## src/gpsr_pkg.sv

```systemverilog
// Purpose: Constants for the gigabit PHY status register bank
// Assumes: 16-bit management data, register index addressing
// Notes:   Offsets are register indices on the management port
package gpsr_pkg;
    localparam logic [4:0]  ADDR_LINK_STATUS  = 5'h0a;
    localparam logic [4:0]  ADDR_RSVD_PSE     = 5'h0b;
    localparam logic [4:0]  ADDR_IRQ_STATUS   = 5'h1c;
    localparam logic [4:0]  ADDR_IRQ_MASK     = 5'h1d;
    localparam logic [15:0] RESET_LINK_STATUS = 16'h0000;
    localparam logic [15:0] RESET_RSVD        = 16'h0000;
    localparam logic [2:0]  RESET_IRQ_MASK    = 3'h0;
    localparam int          BIT_FAULT         = 15;
    localparam int          BIT_RESOLUTION    = 14;
    localparam int          BIT_LOCAL_OK      = 13;
    localparam int          BIT_REMOTE_OK     = 12;
    localparam int          BIT_PARTNER_FD    = 11;
    localparam int          BIT_PARTNER_HD    = 10;
    localparam logic [2:0]  FAIL_LIMIT        = 3'h7;
    localparam logic [7:0]  COUNT_MAX         = 8'hff;
    localparam int          IRQ_FAULT         = 0;
    localparam int          IRQ_COUNT_SAT     = 1;
    localparam int          IRQ_LINK_CHANGE   = 2;
endpackage

```

## src/gpsr_idle_counter.sv

```systemverilog
// Purpose: Saturating idle error counter, cleared on read or PCS reset
// Assumes: i_symbol is one pulse per symbol period
// Notes:   Clear has priority; a clear loses the error of that cycle
`timescale 1ns/10ps
module gpsr_idle_counter (
    input  wire logic       i_clk,
    input  wire logic       i_rst,
    input  wire logic       i_clear,
    input  wire logic       i_symbol,
    input  wire logic       i_send_n,
    input  wire logic       i_idle,
    input  wire logic       i_rx_error,
    output logic [7:0]      o_count,
    output logic            o_saturated
);
    typedef struct packed {
        logic [7:0] count;
        logic       sat_pulse;
    } gpsr_cnt_s;

    gpsr_cnt_s state;
    gpsr_cnt_s next_state;
    logic      count_en;

    ////////////////////////////////////////////////////////////////////////
    // Counting only during idles in SEND_N mode
    assign count_en = i_symbol && i_idle && i_send_n && i_rx_error;

    always_comb begin
        next_state = state;
        next_state.sat_pulse = 1'b0;
        if (i_clear) begin
            next_state.count = 8'h00;
        end else if (count_en && state.count != gpsr_pkg::COUNT_MAX) begin
            next_state.count = state.count + 8'h01;
            next_state.sat_pulse = (state.count == gpsr_pkg::COUNT_MAX - 8'h01);
        end
    end

    always_ff @(posedge i_clk) begin
        if (i_rst) begin
            state <= '0;
        end else begin
            state <= next_state;
        end
    end

    assign o_count = state.count;
    assign o_saturated = state.sat_pulse;
endmodule

```

## src/gpsr_status_regs.sv

```systemverilog
// Purpose: Gigabit link status register and reserved neighbour register
// Assumes: Status inputs come from the same clock domain as i_clk
// Notes:   Reads answer one cycle after the read strobe
//
// The implementer's own choice: the plain strobed port.
`timescale 1ns/10ps
module gpsr_status_regs (
    input  wire logic        i_clk,
    input  wire logic        i_rst,
    input  wire logic        i_pcs_reset,
    input  wire logic        i_an_enable,
    input  wire logic        i_an_complete,
    input  wire logic        i_ms_fail,
    input  wire logic        i_ms_master,
    input  wire logic        i_local_rx_ok,
    input  wire logic        i_remote_rx_ok,
    input  wire logic        i_partner_fd,
    input  wire logic        i_partner_hd,
    input  wire logic        i_symbol,
    input  wire logic        i_idle,
    input  wire logic        i_rx_error,
    input  wire logic [4:0]  i_addr,
    input  wire logic [15:0] i_wdata,
    input  wire logic        i_wr,
    input  wire logic        i_rd,
    output logic [15:0]      o_rdata,
    output logic             o_irq
);
    typedef struct packed {
        logic [2:0]  fail_count;
        logic        fault;
        logic        an_enable_d;
        logic        link_ok_d;
        logic [2:0]  irq_status;
        logic [2:0]  irq_mask;
        logic [15:0] rdata;
    } gpsr_regs_s;

    gpsr_regs_s  state;
    gpsr_regs_s  next_state;
    logic [7:0]  idle_count;
    logic        count_sat;
    logic        status_read;
    logic        send_n;
    logic        link_ok;
    logic        fault_clear_auto;
    logic        fault_set;
    logic [15:0] status_word;

    ////////////////////////////////////////////////////////////////////////
    // Helpers
    function automatic logic is_read_of(input logic [4:0] addr, input logic [4:0] target);
        is_read_of = (addr == target);
    endfunction

    assign status_read = i_rd && is_read_of(i_addr, gpsr_pkg::ADDR_LINK_STATUS);
    assign send_n = i_local_rx_ok && i_remote_rx_ok;
    assign link_ok = send_n;
    // Auto-clear on the rising edge of enable and on completion
    assign fault_clear_auto = (i_an_enable && !state.an_enable_d) || i_an_complete;
    assign fault_set = i_ms_fail && state.fail_count == gpsr_pkg::FAIL_LIMIT - 3'h1;

    ////////////////////////////////////////////////////////////////////////
    // Idle error counter
    gpsr_idle_counter u_idle_counter (
        .i_clk       (i_clk),
        .i_rst       (i_rst),
        .i_clear     (status_read || i_pcs_reset),
        .i_symbol    (i_symbol),
        .i_send_n    (send_n),
        .i_idle      (i_idle),
        .i_rx_error  (i_rx_error),
        .o_count     (idle_count),
        .o_saturated (count_sat)
    );

    ////////////////////////////////////////////////////////////////////////
    // Live view of the status word; the fault bit is the latched copy
    always_comb begin
        status_word = gpsr_pkg::RESET_LINK_STATUS;
        status_word[gpsr_pkg::BIT_FAULT]      = state.fault;
        status_word[gpsr_pkg::BIT_RESOLUTION] = i_ms_master;
        status_word[gpsr_pkg::BIT_LOCAL_OK]   = i_local_rx_ok;
        status_word[gpsr_pkg::BIT_REMOTE_OK]  = i_remote_rx_ok;
        status_word[gpsr_pkg::BIT_PARTNER_FD] = i_partner_fd;
        status_word[gpsr_pkg::BIT_PARTNER_HD] = i_partner_hd;
        status_word[7:0] = idle_count;
    end

    ////////////////////////////////////////////////////////////////////////
    // Next state: fault latch, fail counter, interrupt, read data
    always_comb begin
        next_state = state;
        next_state.an_enable_d = i_an_enable;
        next_state.link_ok_d = link_ok;
        // Fail counter restarts with each negotiation, stops at the limit
        if (fault_clear_auto) begin
            next_state.fail_count = 3'h0;
        end else if (i_ms_fail && state.fail_count != gpsr_pkg::FAIL_LIMIT) begin
            next_state.fail_count = state.fail_count + 3'h1;
        end
        // Set beats the read clear so a fault in the read cycle survives
        if (fault_set) begin
            next_state.fault = 1'b1;
        end else if (fault_clear_auto || status_read) begin
            next_state.fault = 1'b0;
        end
        // PCS reset clears negotiation history but keeps software setup
        if (i_pcs_reset) begin
            next_state.fail_count = 3'h0;
            next_state.fault = 1'b0;
        end
        // Read data is sampled from pre-clear values
        next_state.rdata = 16'h0000;
        if (i_rd) begin
            case (i_addr)
                gpsr_pkg::ADDR_LINK_STATUS: begin
                    next_state.rdata = status_word;
                end
                gpsr_pkg::ADDR_RSVD_PSE: begin
                    next_state.rdata = gpsr_pkg::RESET_RSVD;
                end
                gpsr_pkg::ADDR_IRQ_STATUS: begin
                    next_state.rdata = {13'h0000, state.irq_status};
                end
                gpsr_pkg::ADDR_IRQ_MASK: begin
                    next_state.rdata = {13'h0000, state.irq_mask};
                end
                default: begin
                    next_state.rdata = 16'h0000;
                end
            endcase
        end
        // Sticky events; read of the status clears, new events win
        if (i_rd && is_read_of(i_addr, gpsr_pkg::ADDR_IRQ_STATUS)) begin
            next_state.irq_status = 3'h0;
        end
        if (fault_set) begin
            next_state.irq_status[gpsr_pkg::IRQ_FAULT] = 1'b1;
        end
        if (count_sat) begin
            next_state.irq_status[gpsr_pkg::IRQ_COUNT_SAT] = 1'b1;
        end
        if (link_ok != state.link_ok_d) begin
            next_state.irq_status[gpsr_pkg::IRQ_LINK_CHANGE] = 1'b1;
        end
        // Writes to status and reserved words are dropped
        if (i_wr && i_addr == gpsr_pkg::ADDR_IRQ_MASK) begin
            next_state.irq_mask = i_wdata[2:0];
        end
    end

    always_ff @(posedge i_clk) begin
        if (i_rst) begin
            state <= '0;
        end else begin
            state <= next_state;
        end
    end

    assign o_rdata = state.rdata;
    assign o_irq = |(state.irq_status & state.irq_mask);
endmodule

```

## config.mk

```make
export PLATFORM = sky130hd
export DESIGN_NAME = gpsr_status_regs
export DESIGN_NICKNAME = d
export VERILOG_FILES = /design/src/gpsr_pkg.sv /design/src/gpsr_idle_counter.sv /design/src/gpsr_status_regs.sv
export SDC_FILE = /design/constraint.sdc
export NUM_CORES = 1
export LEC_CHECK = 0
export BUFFER_PORTS_ARGS = -buffer_cell sky130_fd_sc_hd__buf_4
export CELL_PAD_IN_SITES_DETAIL_PLACEMENT = 2
export CELL_PAD_IN_SITES_GLOBAL_PLACEMENT = 2
export CORE_MARGIN = 2
export CORE_UTILIZATION = 32
export DETAILED_ROUTE_END_ITERATION = 10
export GPL_ROUTABILITY_DRIVEN = 0
export PLACE_DENSITY_LB_ADDON = 0.1
export SLEW_MARGIN = 20
export SYNTH_ARGS = -nofsm -noshare
export SYNTH_HDL_FRONTEND = slang
export SYNTH_HIERARCHICAL = 1
export SYNTH_SLANG_ARGS = --single-unit
```

## constraint.sdc

```tcl
create_clock -name i_clk -period 2.35 [get_ports i_clk]
set_clock_uncertainty 0.2 [all_clocks]
set_input_delay 0.3525 -clock i_clk [delete_from_list [all_inputs] [get_ports i_clk]]
set_output_delay 0.3525 -clock i_clk [all_outputs]
set_load 0.01 [all_outputs]
```

After elaboration in Yosys (flattened, before gate mapping)
Cells that the tools add are included.
Storage, ports and cells
  register bits: 37
  input port bits: 37
  output and inout bits: 17
  logic and storage cells: 56
Cells by class
  add/subtract/negate cells: 2
  equal/unequal tests: 8
  multiplexer cells: 7
  bitwise operators: 3
  reduce and logical (&&, ||, !) cells: 25
Operators by type and width (count)
  $pmux W16 S3: 1
  $logic_and A1 B1 Y1: 11
  $eq A5 B5 Y1 const B: 2
  $reduce_or A3 Y1: 3
  $add A8 B1 Y8 const B: 1
  $eq A8 B8 Y1 const B: 1
  $ne A8 B8 Y1 const B: 1
  $reduce_bool A2 Y1: 4
  $reduce_or A2 Y1: 3
  $eq A5 B4 Y1 const B: 1
  $mux W1: 5
  $add A3 B1 Y3 const B: 1
  $and A3 B3 Y3: 1
  $eq A3 B3 Y1 const B: 1
  $logic_or A1 B1 Y1: 3
  $mux W3: 1
  $ne A3 B3 Y1 const B: 1
  $not A1 Y1: 2
  $logic_not A1 Y1: 1
  $ne A1 B1 Y1: 1

Logic depth before layout (Yosys ltp)
  word-level depth: 6
  depth in mapped cells: 7

Hierarchy
The synthesis kept the hierarchy.
By module, submodules not included
  gpsr_status_regs: times used 1, cells each 115, area an instance 1149.9 µm², sequential area each 520.5 µm²
  gpsr_idle_counter: times used 1, cells each 53, area an instance 498.0 µm², sequential area each 180.2 µm²

Least setup slack after synthesis
Ideal clock, no wire load.
  path kind: in2reg
  start: input port i_addr[0]
  end: register u_idle_counter.state, in the netlist u_idle_counter/o_count[7]
  arrival time: 1.347 ns
  required time: 2.035 ns
  slack: 0.688 ns
  cell stages on the path: 7
  path through: buf_6 -> nor4b_4 -> nand3_1 -> nand2b_1 -> nor2_1 -> o41ai_1 -> o21ba_1
On the way
  longest elaborated chain between the ends: 4
RTL lines
  start: declaration: line gpsr_status_regs.sv:22  | input wire logic [4:0] i_addr,
  $eq A5 B4 Y1: line gpsr_status_regs.sv:53  | is_read_of = (addr == target);
  $logic_and A1 B1 Y1: line gpsr_status_regs.sv:56  | assign status_read = i_rd && is_read_of(i_addr, gpsr_pkg::ADDR_LINK_STATUS);
  $logic_or A1 B1 Y1: line gpsr_status_regs.sv:68  | .i_clear (status_read || i_pcs_reset),
  $reduce_or A2 Y1 (no source line)
  end signal: assignment: line gpsr_idle_counter.sv:44  | state <= next_state;
  end: declaration: line gpsr_idle_counter.sv:21  | gpsr_cnt_s state;
Every way passes these cells.
A chain may end at the register's enable or synchronous reset.

Final worst setup path
  start: register u_idle_counter.state, in the netlist u_idle_counter/o_count[1]
  end: register u_idle_counter.state, in the netlist u_idle_counter/o_count[1]
On the way
  longest elaborated chain between the ends: 2
  elaborated cells between the ends (all ways): 3
  classes of those cells: add/sub: 1; eq/ne: 1; reduce/logical: 1
RTL lines
  branches (longest 2 deep; another with $add A8 B1 Y8)
Several ways; the timed one is not identified.

==> summary.md <==
* startpoint type of the worst setup path: flop
* remaining antenna violation count: 0
* Syn Area/Cell: 9.809 um2
* number of warning messages in the yosys log: 6
* ys flop type: dfxtp_1
* first-pass GRT wire length: 6417 um
* highest ir drop seen on vdd: 222.6 uV
* overall routed net length: 3838 um
* stage delay of the slowest cell on the critical path: 0.45 ns
* count of pins over their slew limit: 0
* synth-to-layout area growth: 22.70%
* Clk Tree Root Cell: clkbuf_8
* total of hold buffers inserted after clock tree synthesis: 0
* die boundary height: 75.76 um
* setup ws final: 0.5775 ns
* antenna diode count: 0
* fmax: 0.5642 GHz
* commonest cells after routing, fill and taps aside: 39 x buf_4, 35 x dfxtp_1, 11 x and2_1, 10 x nor2_1, 10 x mux2i_1
* fin crit share: 75.42%
* cell area after synthesis: 0.001648 mm2
* maximum fanout along the worst path: 8
* overall fraction of global-route tracks in use: 15.20%
* post-route insts no fill: 267
* area of the multi-input gates: 789.5 um2
* Post-synth ARST share: 0%
* number of vias per cell: 4.876
* Bufs and invs on worst path: 0
* ratio of cells with drive above 1 in the final layout: 27.41%
* Max-Cap Viols: 0
* fill cell instance count of the final layout: 573
* time the worst path needs with I/O delays and setup: 1.772 ns
* portion of the post-synthesis area used by sequential elements: 42.52%
* number of buffers inserted to repair setup after CTS: 0
* post-cts resize count: 0
* Final TNS setup: 0 ns
* status: finished, final reports clean
* antenna violations before repair: 0
* Critical Path Sink Type: flop
* core area: 0.005042 mm2
* Final Net Count: 238
* area used by sequential logic in the layout: 700.7 um2
* Power Density: 660.4 mW/mm2
* horizontal die dimension: 75.76 um
* RSZ-0062 raised after global routing: no
* TritonCTS Sinks: 35
* commonest non-fill, non-tap cell in the layout: buf_4
* worst setup path category: reg2reg
* required arrival time at the worst endpoint: 2.37 ns
* final setup violation count: 0
* top-level port count: 54
* total iterations of the first detailed-routing run: 4
* Initial Util: 32.68%
* simple-gate portion of the synthesized area: 26.58%
* pin count of the biggest net entering global routing: 21
* Yosys reg bits: 35
* first-iteration detailed-routing DRC count: 39
* mux cell area share after synthesis: 6.074%
* static leakage: 0.0008487 uW
* clock-pin slew of the registers on the worst-case setup and hold paths: 0.07 ns
* via count of the first global-routing pass: 1381
* cell class contributing the biggest share of worst-path delay: flip-flops
* GRT overflow: 0
* pre-CTS setup slack: 0.3912 ns
* compound-gate portion of the synthesized area: 9.947%
* number of remaining DRC errors: 0
* vias after detailed routing: 1302
* path class of the lowest-slack min-delay path: in2reg
* arrival time of data at the critical path endpoint: 1.79 ns
* final hold violation count: 0
* CTS tree: built
* number of buffers on the longest clock path: 2
* DR WL/cell: 14.37 um
* num rows: 26
* Unique masters post-synth: 40
* dominant combinational cell family by area after synthesis: simple AND/OR/NAND/NOR gates
* CTS H-tree depth: 2
* cell count after placement: 259
* Adder-Cell Fraction of Synth Area: 3.797%
* TritonCTS buffer count: 5
* detailed-placement wirelength estimate: 2967 um
* xor/xnor cell area share of the yosys netlist: 1.063%
* cell at the slowest stage of the critical path: dfxtp_1
* Synth Instances: 168
* later-pin clock latency in the skew report: 0.29 ns
* Die ar.: 0.005740 mm2
* number of enable-type register cells in the synthesized netlist: 0
* critical path, cell by cell: ha_1, nand3_1, o21ai_1, mux2i_1
* quantity of I/O buffers inserted on ports: 38
## layout make-up
type | count | area share, %
Clock buffer | 6 | 3.589
Clock inverter | 2 | 2.970
Inverter | 5 | 0.9282
Multi-Input combinational cell | 110 | 39.05
Sequential cell | 35 | 34.65
Tap cell | 70 | 4.332
Timing Repair Buffer | 39 | 14.48
## worst paths after layout
check	depth (start not counted)	startpoint	endpoint	slack [ns]
setup reg to reg	4	u_idle_counter/o_count[1]	u_idle_counter/o_count[1]	0.58
hold reg to reg	2	u_idle_counter/o_saturated	state[20]	0.24
hold / removal	2	i_partner_fd	o_rdata[11]	0.06
setup / recovery	4	u_idle_counter/o_count[1]	u_idle_counter/o_count[1]	0.58
## cells by family (layout without fill, tap and decap cells)
kind of cell             Yosys count  in the layout
AND/OR/NAND/NOR                   69             69
flip-flops                        35             35
XOR/XNOR                           2              2
AO/OA/AOI/OAI                     22             22
buffers and inverters             24             52
other                              1              2
multiplexers                      10             10
adder cells (fa/ha/maj)            5              5
## cell usage after synthesis (5+ instances only)
cell type / number / area share (%)
nor3_1: 5 / 1.5
inv_1: 5 / 1.1
nand2b_1: 7 / 2.7
nor2_1: 10 / 2.3
dfxtp_1: 35 / 43
a21oi_1: 5 / 1.5
buf_4: 17 / 7.7
nand2_1: 8 / 1.8
nand3_1: 5 / 1.5
ha_1: 5 / 3.8
mux2i_1: 10 / 6.1
and2_1: 11 / 4.2
## report_power, final
group	total (uW)	switching [uW]	leakage, uW	internal, uW
combinational	79.2	37.0	0.000501	42.2
clock	655	231	0.0000654	424
sequential	601	3.39	0.000283	597
total	1340	271	0.000849	1060
## metal layers
| metal | share of wire [%] | GRT usage, % |
|---|---|---|
| met1 | 42 | 17.06 |
| met2 | 54 | 26.44 |
| met3 | 2.6 | 3.175 |
| met4 | 1.8 | 8.772 |
| met5 | 0 | 0 |
## worst register-to-register path, cell delays in order, from the launching register on
cell and delay (ns):
dfxtp_1 0.45, ha_1 0.38, nand3_1 0.18, o21ai_1 0.29, mux2i_1 0.21
## per-stage QoR
step / hold WS, ns / util, % / total power [uW] / instance area [um2]
final: 0.06246 / 40.10 / 1335 / 2022
after global routing: 0.06060 / 40.10 / 1397 / 2022
after CTS: 0.05297 / 40.10 / 1355 / 2022
after detailed placement: 0.2304 / 37.47 / 695.1 / 1889
after global placement: 0.2360 / 37.47 / 691.6 / 1889
after floorplan: 0.2108 / - / 653.9 / 1652
## state kept, by name, summed over array words and instances (netlist names)
signal,cells
u_idle_counter/o_saturated,1
u_idle_counter/o_count,8
o_rdata,14
state,12
Note: power is estimated with default switching activity, not from simulation.
